<file path="config.mk">
export PLATFORM = sky130hd
export DESIGN_NAME = tdc_conversion_data_qualifier
export DESIGN_NICKNAME = d
export VERILOG_FILES = /design/src/pkg/tdc_qual_pkg.sv /design/src/design/tdc_qual_fifo.sv /design/src/design/tdc_conversion_data_qualifier.sv
export SDC_FILE = /design/constraint.sdc
export NUM_CORES = 2
export LEC_CHECK = 0
export ABC_CLOCK_PERIOD_IN_PS = 7250
export BUFFER_PORTS_ARGS = -buffer_cell sky130_fd_sc_hd__buf_2
export CAP_MARGIN = 10
export CELL_PAD_IN_SITES_DETAIL_PLACEMENT = 0
export CELL_PAD_IN_SITES_GLOBAL_PLACEMENT = 1
export CORE_MARGIN = 2
export CORE_UTILIZATION = 25
export DETAILED_ROUTE_END_ITERATION = 10
export GPL_ROUTABILITY_DRIVEN = 0
export GPL_TIMING_DRIVEN = 0
export PLACE_DENSITY = 0.5
export SETUP_SLACK_MARGIN = 0.4
export SLEW_MARGIN = 20
export SYNTH_ARGS = -nofsm -noshare
export SYNTH_HDL_FRONTEND = slang
export SYNTH_SLANG_ARGS = --single-unit
</file>
<file path="constraint.sdc">
create_clock -name clk_sys -period 7.25 [get_ports clk_sys]
set_input_delay 0.725 -clock clk_sys [delete_from_list [all_inputs] [get_ports clk_sys]]
set_output_delay 0.725 -clock clk_sys [all_outputs]
set_load 0.05 [all_outputs]
</file>
<file path="src/pkg/tdc_qual_pkg.sv">
package tdc_qual_pkg;
  // Clock rate and timing
  localparam int unsigned CLK_MHZ = 125;
  localparam int unsigned CONV_32CH_NS = 5700;
  localparam int unsigned CONV_16CH_NS = 2800;
  localparam int unsigned CONV_32CH_CYC = CONV_32CH_NS * CLK_MHZ / 1000;
  localparam int unsigned CONV_16CH_CYC = CONV_16CH_NS * CLK_MHZ / 1000;
  localparam int unsigned SELF_RESET_NS = 700;
  localparam int unsigned SELF_RESET_CYC = (SELF_RESET_NS * CLK_MHZ + 999) / 1000;
  localparam int unsigned CLEAR_CYC = 8;
  // Channels and widths
  localparam int unsigned NUM_CH = 32;
  localparam int unsigned GROUP_SIZE = 4;
  localparam int unsigned HALF_CH = 16;
  localparam int unsigned ADC_W = 12;
  // Threshold memory
  localparam logic [15:0] THR_MEM_BASE = 16'h1080;
  localparam logic [15:0] THR_MEM_LAST = 16'h10bf;
  localparam int unsigned THR_KILL_BIT = 8;
  // Second bit-set configuration register fields
  localparam int unsigned CFG_KEEP_BELOW_BIT = 4;
  localparam int unsigned CFG_STEP_BIT = 8;
  localparam int unsigned CFG_COMMON_STOP_BIT = 10;
  localparam int unsigned CFG_OVERRANGE_BIT = 3;
  localparam int unsigned CFG_VALID_CTRL_BIT = 5;
  localparam int unsigned CFG_SLIDE_EN_BIT = 7;
  localparam logic [15:0] CFG_RESET = 16'h0000;
  // Data word flag positions
  localparam int unsigned DW_OVERFLOW_BIT = 12;
  localparam int unsigned DW_BELOW_BIT = 13;
  localparam int unsigned DW_NOT_VALID_BIT = 14;
  // Sliding scale bounds
  localparam logic [11:0] SLIDE_MAX_VALID = 12'hf00;
  // Output buffer
  localparam int unsigned FIFO_W = 21;
  localparam int unsigned FIFO_D = 8;
endpackage

</file>
<file path="src/design/tdc_qual_fifo.sv">
`timescale 1ns/1ns
`default_nettype none
module tdc_qual_fifo #(
  parameter int unsigned W = 8,
  parameter int unsigned D = 8
) (
  input wire logic clk_sys, // System clock
  input wire logic rst_b, // Async reset, active low
  input wire logic in_valid, // Write request
  output logic in_ready, // Space available
  input wire logic [W-1:0] in_data, // Write word
  output logic out_valid, // Word available
  input wire logic out_ready, // Reader takes word
  output logic [W-1:0] out_data // Head word
);
  localparam int unsigned AW = $clog2(D);
  logic [W-1:0] mem_ff [D]; // Storage
  logic [AW-1:0] wp_ff, nxt_wp, rp_ff, nxt_rp; // Pointers
  logic [AW:0] cnt_ff, nxt_cnt; // Fill level
  logic do_wr, do_rd;
  // Handshake and pointer update
  always_comb begin
    in_ready = (cnt_ff != (AW+1)'(D));
    out_valid = (cnt_ff != '0);
    do_wr = in_valid && in_ready;
    do_rd = out_valid && out_ready;
    nxt_wp = do_wr ? wp_ff + 1'b1 : wp_ff;
    nxt_rp = do_rd ? rp_ff + 1'b1 : rp_ff;
    nxt_cnt = cnt_ff + (AW+1)'(do_wr) - (AW+1)'(do_rd);
    out_data = mem_ff[rp_ff];
  end
  // Pointer registers
  always_ff @(posedge clk_sys or negedge rst_b) begin
    if (!rst_b) begin
      wp_ff <= '0;
      rp_ff <= '0;
      cnt_ff <= '0;
    end else begin
      wp_ff <= nxt_wp;
      rp_ff <= nxt_rp;
      cnt_ff <= nxt_cnt;
    end
  end
  // Storage array, no reset
  always_ff @(posedge clk_sys) begin
    if (do_wr) begin
      mem_ff[wp_ff] <= in_data;
    end
  end
endmodule
`default_nettype wire

</file>
<file path="src/design/tdc_conversion_data_qualifier.sv">
`timescale 1ns/1ns
`default_nettype none
module tdc_conversion_data_qualifier #(
  parameter bit SIXTEEN_CH = 1'b0 // Select 16-channel variant timing
) (
  input wire logic clk_sys, // System clock
  input wire logic rst_b, // Async reset, active low
  input wire logic [15:0] config_bits, // Second bit-set configuration word
  input wire logic thr_wr, // Threshold memory write strobe
  input wire logic [15:0] thr_addr, // Threshold memory byte address
  input wire logic [15:0] thr_wdata, // Threshold write data
  output logic [15:0] thr_rdata, // Threshold read data
  input wire logic common_timing_input, // Common start/stop pin
  input wire logic [tdc_qual_pkg::NUM_CH-1:0] ch_stop, // Channel timing pins
  input wire logic [tdc_qual_pkg::NUM_CH-1:0] ramp_saturated, // Ramp saturation pins
  input wire logic [11:0] adc_a, // Converter A result
  input wire logic [11:0] adc_b, // Converter B result
  input wire logic adc_a_ovf, // Converter A overflow
  input wire logic adc_b_ovf, // Converter B overflow
  input wire logic [11:0] slide_offset, // Sliding-scale known offset
  output logic [3:0] mux_sel, // Channel within group of 4
  output logic [1:0] group_sel, // Group within a converter half
  output logic common_timing_out, // Common timing to sections
  output logic [tdc_qual_pkg::NUM_CH-1:0] integrator_charge_switch, // Ramp running
  output logic [tdc_qual_pkg::NUM_CH-1:0] integrator_discharge_switch, // Clear per channel
  output logic busy, // Conversion in progress
  output logic out_valid, // Accepted datum ready
  input wire logic out_ready, // Host side takes datum
  output logic [20:0] out_data // {channel[4:0], data word[15:0]}
);
  localparam int unsigned NCH = tdc_qual_pkg::NUM_CH;
  localparam int unsigned CONV_CYC = SIXTEEN_CH ? tdc_qual_pkg::CONV_16CH_CYC : tdc_qual_pkg::CONV_32CH_CYC;
  localparam int unsigned STEPS = tdc_qual_pkg::HALF_CH;
  localparam int unsigned STEP_CYC = CONV_CYC / STEPS;

  typedef enum logic [1:0] {IDLE, ARMED, CONVERT, CLEAR} seq_e;

  // Pin synchronisers
  logic com_s1_ff, com_s2_ff, com_s3_ff;
  logic [NCH-1:0] stop_s1_ff, stop_s2_ff, stop_s3_ff, sat_s1_ff, sat_s2_ff;
  always_ff @(posedge clk_sys or negedge rst_b) begin
    if (!rst_b) begin
      com_s1_ff <= 1'b0;
      com_s2_ff <= 1'b0;
      com_s3_ff <= 1'b0;
      stop_s1_ff <= '0;
      stop_s2_ff <= '0;
      stop_s3_ff <= '0;
      sat_s1_ff <= '0;
      sat_s2_ff <= '0;
    end else begin
      com_s1_ff <= common_timing_input;
      com_s2_ff <= com_s1_ff;
      com_s3_ff <= com_s2_ff;
      stop_s1_ff <= ch_stop;
      stop_s2_ff <= stop_s1_ff;
      stop_s3_ff <= stop_s2_ff;
      sat_s1_ff <= ramp_saturated;
      sat_s2_ff <= sat_s1_ff;
    end
  end
  logic com_rise;
  logic [NCH-1:0] stop_rise;
  assign com_rise = com_s2_ff && !com_s3_ff;
  assign stop_rise = stop_s2_ff & ~stop_s3_ff;

  // Config fields
  logic common_stop, step_fine, keep_below_limit_enable, keep_overrange_enable, valid_ctrl, slide_en;
  assign common_stop = config_bits[tdc_qual_pkg::CFG_COMMON_STOP_BIT];
  assign step_fine = config_bits[tdc_qual_pkg::CFG_STEP_BIT];
  assign keep_below_limit_enable = config_bits[tdc_qual_pkg::CFG_KEEP_BELOW_BIT];
  assign keep_overrange_enable = config_bits[tdc_qual_pkg::CFG_OVERRANGE_BIT];
  assign valid_ctrl = config_bits[tdc_qual_pkg::CFG_VALID_CTRL_BIT];
  assign slide_en = config_bits[tdc_qual_pkg::CFG_SLIDE_EN_BIT];

  logic [8:0] thr_mem [NCH];
  logic thr_hit;
  logic [4:0] thr_idx;
  assign thr_hit = (thr_addr >= tdc_qual_pkg::THR_MEM_BASE) && (thr_addr <= tdc_qual_pkg::THR_MEM_LAST);
  assign thr_idx = thr_addr[5:1];
  // Threshold memory write, 16-bit entries on even addresses
  always_ff @(posedge clk_sys) begin
    if (thr_wr && thr_hit) begin
      thr_mem[thr_idx] <= thr_wdata[8:0];
    end
  end
  // Threshold read data, registered
  logic [15:0] thr_rdata_ff, nxt_thr_rdata;
  always_comb begin
    nxt_thr_rdata = thr_hit ? {7'h00, thr_mem[thr_idx]} : 16'h0000;
  end
  always_ff @(posedge clk_sys or negedge rst_b) begin
    if (!rst_b) begin
      thr_rdata_ff <= 16'h0000;
    end else begin
      thr_rdata_ff <= nxt_thr_rdata;
    end
  end
  assign thr_rdata = thr_rdata_ff;

  // Per-channel self-reset and not-valid tracking
  logic [NCH-1:0] not_valid_ff, nxt_not_valid;
  logic [9:0] rst_cnt_ff [NCH];
  logic [9:0] nxt_rst_cnt [NCH];
  logic [NCH-1:0] ramp_ff, nxt_ramp;
  logic clr_all;
  genvar gi;
  generate
    for (gi = 0; gi < NCH; gi++) begin : g_ch
      always_comb begin
        nxt_rst_cnt[gi] = rst_cnt_ff[gi];
        nxt_not_valid[gi] = not_valid_ff[gi];
        nxt_ramp[gi] = ramp_ff[gi];
        if (rst_cnt_ff[gi] != 10'h000) begin
          nxt_rst_cnt[gi] = rst_cnt_ff[gi] - 10'h001;
        end
        if (common_stop && sat_s2_ff[gi] && rst_cnt_ff[gi] == 10'h000) begin
          nxt_rst_cnt[gi] = 10'(tdc_qual_pkg::SELF_RESET_CYC);
          nxt_ramp[gi] = 1'b0;
        end
        // Ramp start: channel in stop mode, common in start mode
        if (common_stop ? (stop_rise[gi] && rst_cnt_ff[gi] == 10'h000) : com_rise) begin
          nxt_ramp[gi] = 1'b1;
        end
        // Ramp stop: common in stop mode, channel in start mode
        if (common_stop ? com_rise : stop_rise[gi]) begin
          nxt_ramp[gi] = 1'b0;
        end
        // stop during self-reset is not valid
        if (common_stop && com_rise && rst_cnt_ff[gi] != 10'h000) begin
          nxt_not_valid[gi] = 1'b1;
        end
        if (clr_all) begin
          nxt_not_valid[gi] = 1'b0;
          nxt_ramp[gi] = 1'b0;
        end
      end
      always_ff @(posedge clk_sys or negedge rst_b) begin
        if (!rst_b) begin
          rst_cnt_ff[gi] <= 10'h000;
          not_valid_ff[gi] <= 1'b0;
          ramp_ff[gi] <= 1'b0;
        end else begin
          rst_cnt_ff[gi] <= nxt_rst_cnt[gi];
          not_valid_ff[gi] <= nxt_not_valid[gi];
          ramp_ff[gi] <= nxt_ramp[gi];
        end
      end
    end
  endgenerate
  assign integrator_charge_switch = ramp_ff;

  // Threshold comparison; true means below limit
  function automatic logic below_limit(input logic [11:0] v, input logic [7:0] thr, input logic fine);
    if (fine) begin
      below_limit = (v[11:9] == 3'b000) && (v[8:1] < thr);
    end else begin
      // coarse step compares top 8 bits
      below_limit = v[11:4] < thr;
    end
  endfunction

  // Conversion sequencer
  seq_e st_ff, nxt_st;
  logic [9:0] cyc_ff, nxt_cyc;
  logic [3:0] step_ff, nxt_step;
  logic half_ff, nxt_half;
  logic wr_pend_ff, nxt_wr_pend;
  logic [20:0] wr_data_ff, nxt_wr_data;
  logic fifo_ready;
  logic [4:0] cur_ch;
  logic [11:0] raw, corr;
  logic ovf, bad_slide, below, killed, keep;
  logic [15:0] word;
  assign cur_ch = {half_ff, step_ff};
  // two converters, each on its own half
  assign raw = half_ff ? adc_b : adc_a;
  assign corr = slide_en ? raw - slide_offset : raw;
  // slide results above limit are incorrect
  assign bad_slide = slide_en && (corr > tdc_qual_pkg::SLIDE_MAX_VALID);
  assign ovf = (half_ff ? adc_b_ovf : adc_a_ovf) || bad_slide;
  assign below = below_limit(corr, thr_mem[cur_ch][7:0], step_fine);
  assign killed = thr_mem[cur_ch][tdc_qual_pkg::THR_KILL_BIT];
  assign keep = !killed && (!below || keep_below_limit_enable) && (!ovf || keep_overrange_enable)
                && (!not_valid_ff[cur_ch] || valid_ctrl);
  always_comb begin
    word = {4'h0, corr};
    word[tdc_qual_pkg::DW_OVERFLOW_BIT] = ovf;
    word[tdc_qual_pkg::DW_BELOW_BIT] = below;
    word[tdc_qual_pkg::DW_NOT_VALID_BIT] = not_valid_ff[cur_ch];
  end

  // sequence length set by the channel count regardless of active channels; a full buffer stretches it
  always_comb begin
    nxt_st = st_ff;
    nxt_cyc = cyc_ff;
    nxt_step = step_ff;
    nxt_half = half_ff;
    nxt_wr_pend = wr_pend_ff && !fifo_ready;
    nxt_wr_data = wr_data_ff;
    clr_all = 1'b0;
    unique case (st_ff)
      IDLE: begin
        // Wait for common edge
        if (com_rise) begin
          nxt_st = ARMED;
          nxt_cyc = 10'h000;
        end
      end
      ARMED: begin
        // Let stops settle half a step before sampling
        nxt_cyc = cyc_ff + 10'h001;
        if (cyc_ff == 10'(STEP_CYC / 2 - 1)) begin
          nxt_st = CONVERT;
          nxt_cyc = 10'h000;
          nxt_step = 4'h0;
          nxt_half = 1'b0;
        end
      end
      CONVERT: begin
        nxt_cyc = cyc_ff + 10'h001;
        // Half A mid-slot, half B next cycle; a full buffer stretches the slot
        if (cyc_ff == 10'(STEP_CYC / 2) || cyc_ff == 10'(STEP_CYC / 2 + 1)) begin
          if (wr_pend_ff && !fifo_ready) begin
            // Buffer full: hold the slot until the pending word leaves
            nxt_cyc = cyc_ff;
          end else begin
            if (keep) begin
              nxt_wr_pend = 1'b1;
              nxt_wr_data = {cur_ch, word};
            end
            nxt_half = !half_ff;
          end
        end
        // Slot end moves on to the next pair of channels
        if (cyc_ff == 10'(STEP_CYC - 1)) begin
          nxt_cyc = 10'h000;
          nxt_step = step_ff + 4'h1;
          if (step_ff == 4'(STEPS - 1)) begin
            nxt_st = CLEAR;
          end
        end
      end
      CLEAR: begin
        clr_all = 1'b1;
        nxt_cyc = cyc_ff + 10'h001;
        if (cyc_ff == 10'(tdc_qual_pkg::CLEAR_CYC - 1)) begin
          nxt_st = IDLE;
          nxt_cyc = 10'h000;
        end
      end
    endcase
  end
  always_ff @(posedge clk_sys or negedge rst_b) begin
    if (!rst_b) begin
      st_ff <= IDLE;
      cyc_ff <= 10'h000;
      step_ff <= 4'h0;
      half_ff <= 1'b0;
      wr_pend_ff <= 1'b0;
      wr_data_ff <= '0;
    end else begin
      st_ff <= nxt_st;
      cyc_ff <= nxt_cyc;
      step_ff <= nxt_step;
      half_ff <= nxt_half;
      wr_pend_ff <= nxt_wr_pend;
      wr_data_ff <= nxt_wr_data;
    end
  end

  // channel within group of 4 and group number
  assign mux_sel = 4'h1 << step_ff[1:0];
  assign group_sel = step_ff[3:2];
  // common timing and clears from control logic
  assign common_timing_out = com_s2_ff;
  assign integrator_discharge_switch = clr_all ? {NCH{1'b1}} : '0;
  assign busy = (st_ff != IDLE);

  // Accepted data buffer towards host memory
  tdc_qual_fifo #(.W(tdc_qual_pkg::FIFO_W), .D(tdc_qual_pkg::FIFO_D)) u_fifo (
    .clk_sys(clk_sys),
    .rst_b(rst_b),
    .in_valid(wr_pend_ff),
    .in_ready(fifo_ready),
    .in_data(wr_data_ff),
    .out_valid(out_valid),
    .out_ready(out_ready),
    .out_data(out_data)
  );
endmodule
`default_nettype wire

</file>
==> impl_metrics.json <==
{
  "area_growth_syn_to_layout_pct": 20.79,
  "pin_count": 265,
  "cts_tree": "done",
  "path_clk_slew_ps": 60,
  "cts.sinks": 1052,
  "pwr-share-clk_pct": 34.5,
  "maxSlewViolCount": 0,
  "reg2reg_slack_ps": 930,
  "synthXorXnorAreaFrac_pct": 2.044,
  "max_freq_mhz": 158.2,
  "die_w_um": 434.3,
  "worstHoldPathCells": 1,
  "overflow": 0,
  "dp.cells": 6260,
  "slew_headroom_pct": 25.05,
  "yosysWarnings": 0,
  "max-vdd-ir-drop_v": 0.0002616,
  "fp.dieArea_um2": 188600,
  "combPwrFrac_pct": 23.2,
  "min_path_type": "input port to flip-flop",
  "async_flop_share_pct": 57.41,
  "fin_cells": 6546,
  "synth_largest_area_cell": "dfrtp_1",
  "period_share_pct": 87.18,
  "wl_per_cell_um": 20.15,
  "ff2ff_path_depth": 17,
  "path_max_fanout": 10,
  "post-dp-hpwl_mm": 93.27,
  "start_util_pct": 25.23,
  "timing.rr.start": "step_ff[3]",
  "synth-compound-area-share_pct": 7.883,
  "worst_ep_required_time_ps": 7890,
  "cts_inserted_buffers": 130,
  "core_um2": 183500,
  "synth_edf_count": 448,
  "startpoint": "step_ff[3]",
  "synth_commonest_cells": "604 x dfrtp_1, 448 x edfxtp_1, 261 x nand2_1, 235 x nor2_1, 202 x o21ai_0",
  "end_kind": "flip-flop",
  "routed_wl_mm": 131.9,
  "clk_latency_ps": 780,
  "vias_per_cell": 4.588,
  "setup_viol": 0,
  "dr.pass1.iters": 5,
  "synthFlopType": "dfrtp_1",
  "placed_cell_area_um2": 51200,
  "via_count": 30030,
  "maxCapViolCount": 0,
  "worstPathArrival_ps": 6960,
  "grtUsageTotal_pct": 14.02,
  "synth.most_common_cell": "dfrtp_1",
  "nets": 4213,
  "io_buffers": 235,
  "postRouteAntennaNets": 0,
  "p_sw_uw": 5981,
  "drc": 0,
  "ys_types": 76,
  "cts_root_buf": "clkbuf_16",
  "hold_viol_final": 0,
  "syn-cell-area_um2": 46280,
  "startpoint_type": "flip-flop",
  "synth_top_area_share_pct": 32.66,
  "num_rows": 157,
  "r2r-end": "wr_data_ff[16]",
  "netlist_instances": 3530,
  "synth_top_family_by_area": "multiplexers",
  "grt_antenna_before_repair": 6,
  "cts_buffer_depth": 3,
  "synth_simple_gate_area_share_pct": 11.42,
  "tightest_slew_ps": 1124,
  "p_leak_uw": 0.02205,
  "grt_max_degree": 91,
  "synth.avg_cell_area_um2": 13.11,
  "fin_util_pct": 30.47,
  "period_minus_slack_ps": 6321,
  "yosysSeqAreaShare_pct": 61.72,
  "synth.area.top_cells": "dfrtp_1 33%, edfxtp_1 29%, mux4_2 8.0%",
  "power_density_nw_per_um2": 327.3,
  "htree_num_levels": 4,
  "rsz0062_at_grt": "no",
  "status": "complete, no violations",
  "swShare_pct": 32.68,
  "p_seq_share_pct": 42.3,
  "grt_pass1_vias": 30040,
  "grt_first_pass_wirelength_mm": 196.7,
  "drtIter0Drc": 2359,
  "synthAdderAreaFrac_pct": 2.195,
  "fp.dieH_um": 434.3,
  "final.setup_skew_ps": 26.26,
  "crit_end": "wr_data_ff[16]",
  "fillers": 18520,
  "ys_seq_elements": 1052,
  "finalInstanceArea_um2": 55910,
  "synthMuxAreaShare_pct": 11.93,
  "drive_gt1_share_pct": 20.53,
  "worst-setup-path-type": "flip-flop to flip-flop",
  "p_int_uw": 12320
}
-- worst min-delay path by stage --
stage | endpoint | startpoint | slack (ps)
after CTS | stop_s1_ff[10] | ch_stop[10] | 0.7
after global routing | stop_s1_ff[15] | ch_stop[15] | 20
after global placement | sat_s2_ff[24] | sat_s1_ff[24] | 330
final | stop_s1_ff[15] | ch_stop[15] | 70
after floorplan | common_timing_out | com_s1_ff | 330
after detailed placement | stop_s2_ff[15] | stop_s1_ff[15] | 330
-- final cells by class --
type                            count  area [µm²]  area share (%)
Multi-Input combinational cell   2190       16600           29.69
Timing Repair Buffer              310        2165           3.872
Sequential cell                  1052       28570           51.10
Clock inverter                     62       608.1           1.088
Antenna cell                        1       2.502        0.004476
Inverter                          128       480.5          0.8594
Buffer                            166       855.8           1.531
Clock buffer                      173        3546           6.342
Tap cell                         2464        3083           5.514
-- worst max-delay path, cell delays in order, from the launching register on --
cell and delay, ps:
dfrtp_1 410, clkbuf_1 490, clkbuf_1 610, clkbuf_1 680, clkbuf_1 670, o221ai_1 340, a21oi_1 210, nor3_1 60
nor2_1 470, ha_1 350, a21o_1 180, a211oi_1 290, nand3_1 120, a21o_1 200, o41ai_2 420, a2111oi_4 170
buf_8 200, mux2_4 290
-- stage by stage --
stage	setup WS (ps)	hold slack, ps	power [µW]	setup TNS, ps
6_report	929.2	72.14	18300	0
5_1_grt	437.6	15.86	19340	0
4_1_cts	461.0	0.7034	18620	0
3_5_place_dp	286.6	334.7	12140	0
3_3_place_gp	-8657	332.2	12100	-5142960
2_1_floorplan	2295	331.2	10740	0
-- registers in the layout, summed over array words and instances (netlist names) --
name / count
com_s1_ff: 1
common_timing_out: 1
half_ff: 1
wr_pend_ff: 1
u_fifo.wp_ff: 3
u_fifo.cnt_ff: 4
step_ff: 4
u_fifo.mem_ff: 160
sat_s2_ff: 32
integrator_charge_switch: 32
wr_data_ff: 20
stop_s2_ff: 32
thr_rdata: 9
not_valid_ff: 32
rst_cnt_ff: 320
cyc_ff: 10
u_fifo.rp_ff: 3
stop_s1_ff: 32
sat_s1_ff: 32
thr_mem: 288
st_ff: 2
com_s3_ff: 1
stop_s3_ff: 32
-- cell usage in the layout (no fill, tap or decap), types with 23 or more instances in the layout --
cell type	n
dfrtp_1	604
edfxtp_1	448
nand2_1	261
buf_2	245
o21ai_0	202
nor2_1	200
a21oi_1	193
mux4_2	164
nor3_1	133
clkbuf_16	131
inv_1	125
clkbuf_1	109
or3_1	101
nand3_1	78
mux2i_1	77
ha_1	77
mux2_2	75
nand2b_1	61
xnor2_1	57
xor2_1	51
buf_4	50
dlygate4sd3_1	50
nor2b_1	39
nor4_1	32
nor3b_1	30
a211oi_1	29
nor2_2	29
a221oi_1	28
clkinv_2	28
nand3b_1	23
-- repair_timing --
action                     in CTS  in global routing
buffers inserted                0                  1
gates cloned                    0                  0
hold buffers                   50                  0
setup endpoints to repair      10                 19
resized for setup               3                  5
pin swaps                       0                  1
hold endpoints to repair       89                  0
-- power groups by stage --
| stage | logic, µW | registers, µW | clock network (µW) |
|---|---|---|---|
| after floorplan | 2920 | 7830 | 0 |
| after global placement | 4250 | 7850 | 0 |
| after detailed placement | 4300 | 7840 | 0 |
| after CTS | 4330 | 7740 | 6550 |
| after global routing | 4710 | 7870 | 6760 |
| final | 4250 | 7730 | 6310 |
-- cell families after synthesis --
family	after synthesis
muxes	328
adders and majority gates	80
DFF	1052
AOI/OAI and AO/OA	602
and+or+nand+nor	1064
xor gates and xnor gates	108
other	1
buffers and inverters	295
-- routing by layer --
metal | GRT usage, % | vias to the layer above | wire, µm
met5 | 0 | - | 27
met4 | 4.337 | 6 | 3380
met3 | 2.891 | 193 | 6572
met2 | 22.81 | 611 | 63080
met1 | 18.69 | 15180 | 58860
li1 | - | 14050 | -
No activity file was read; power rests on OpenSTA's default activity.
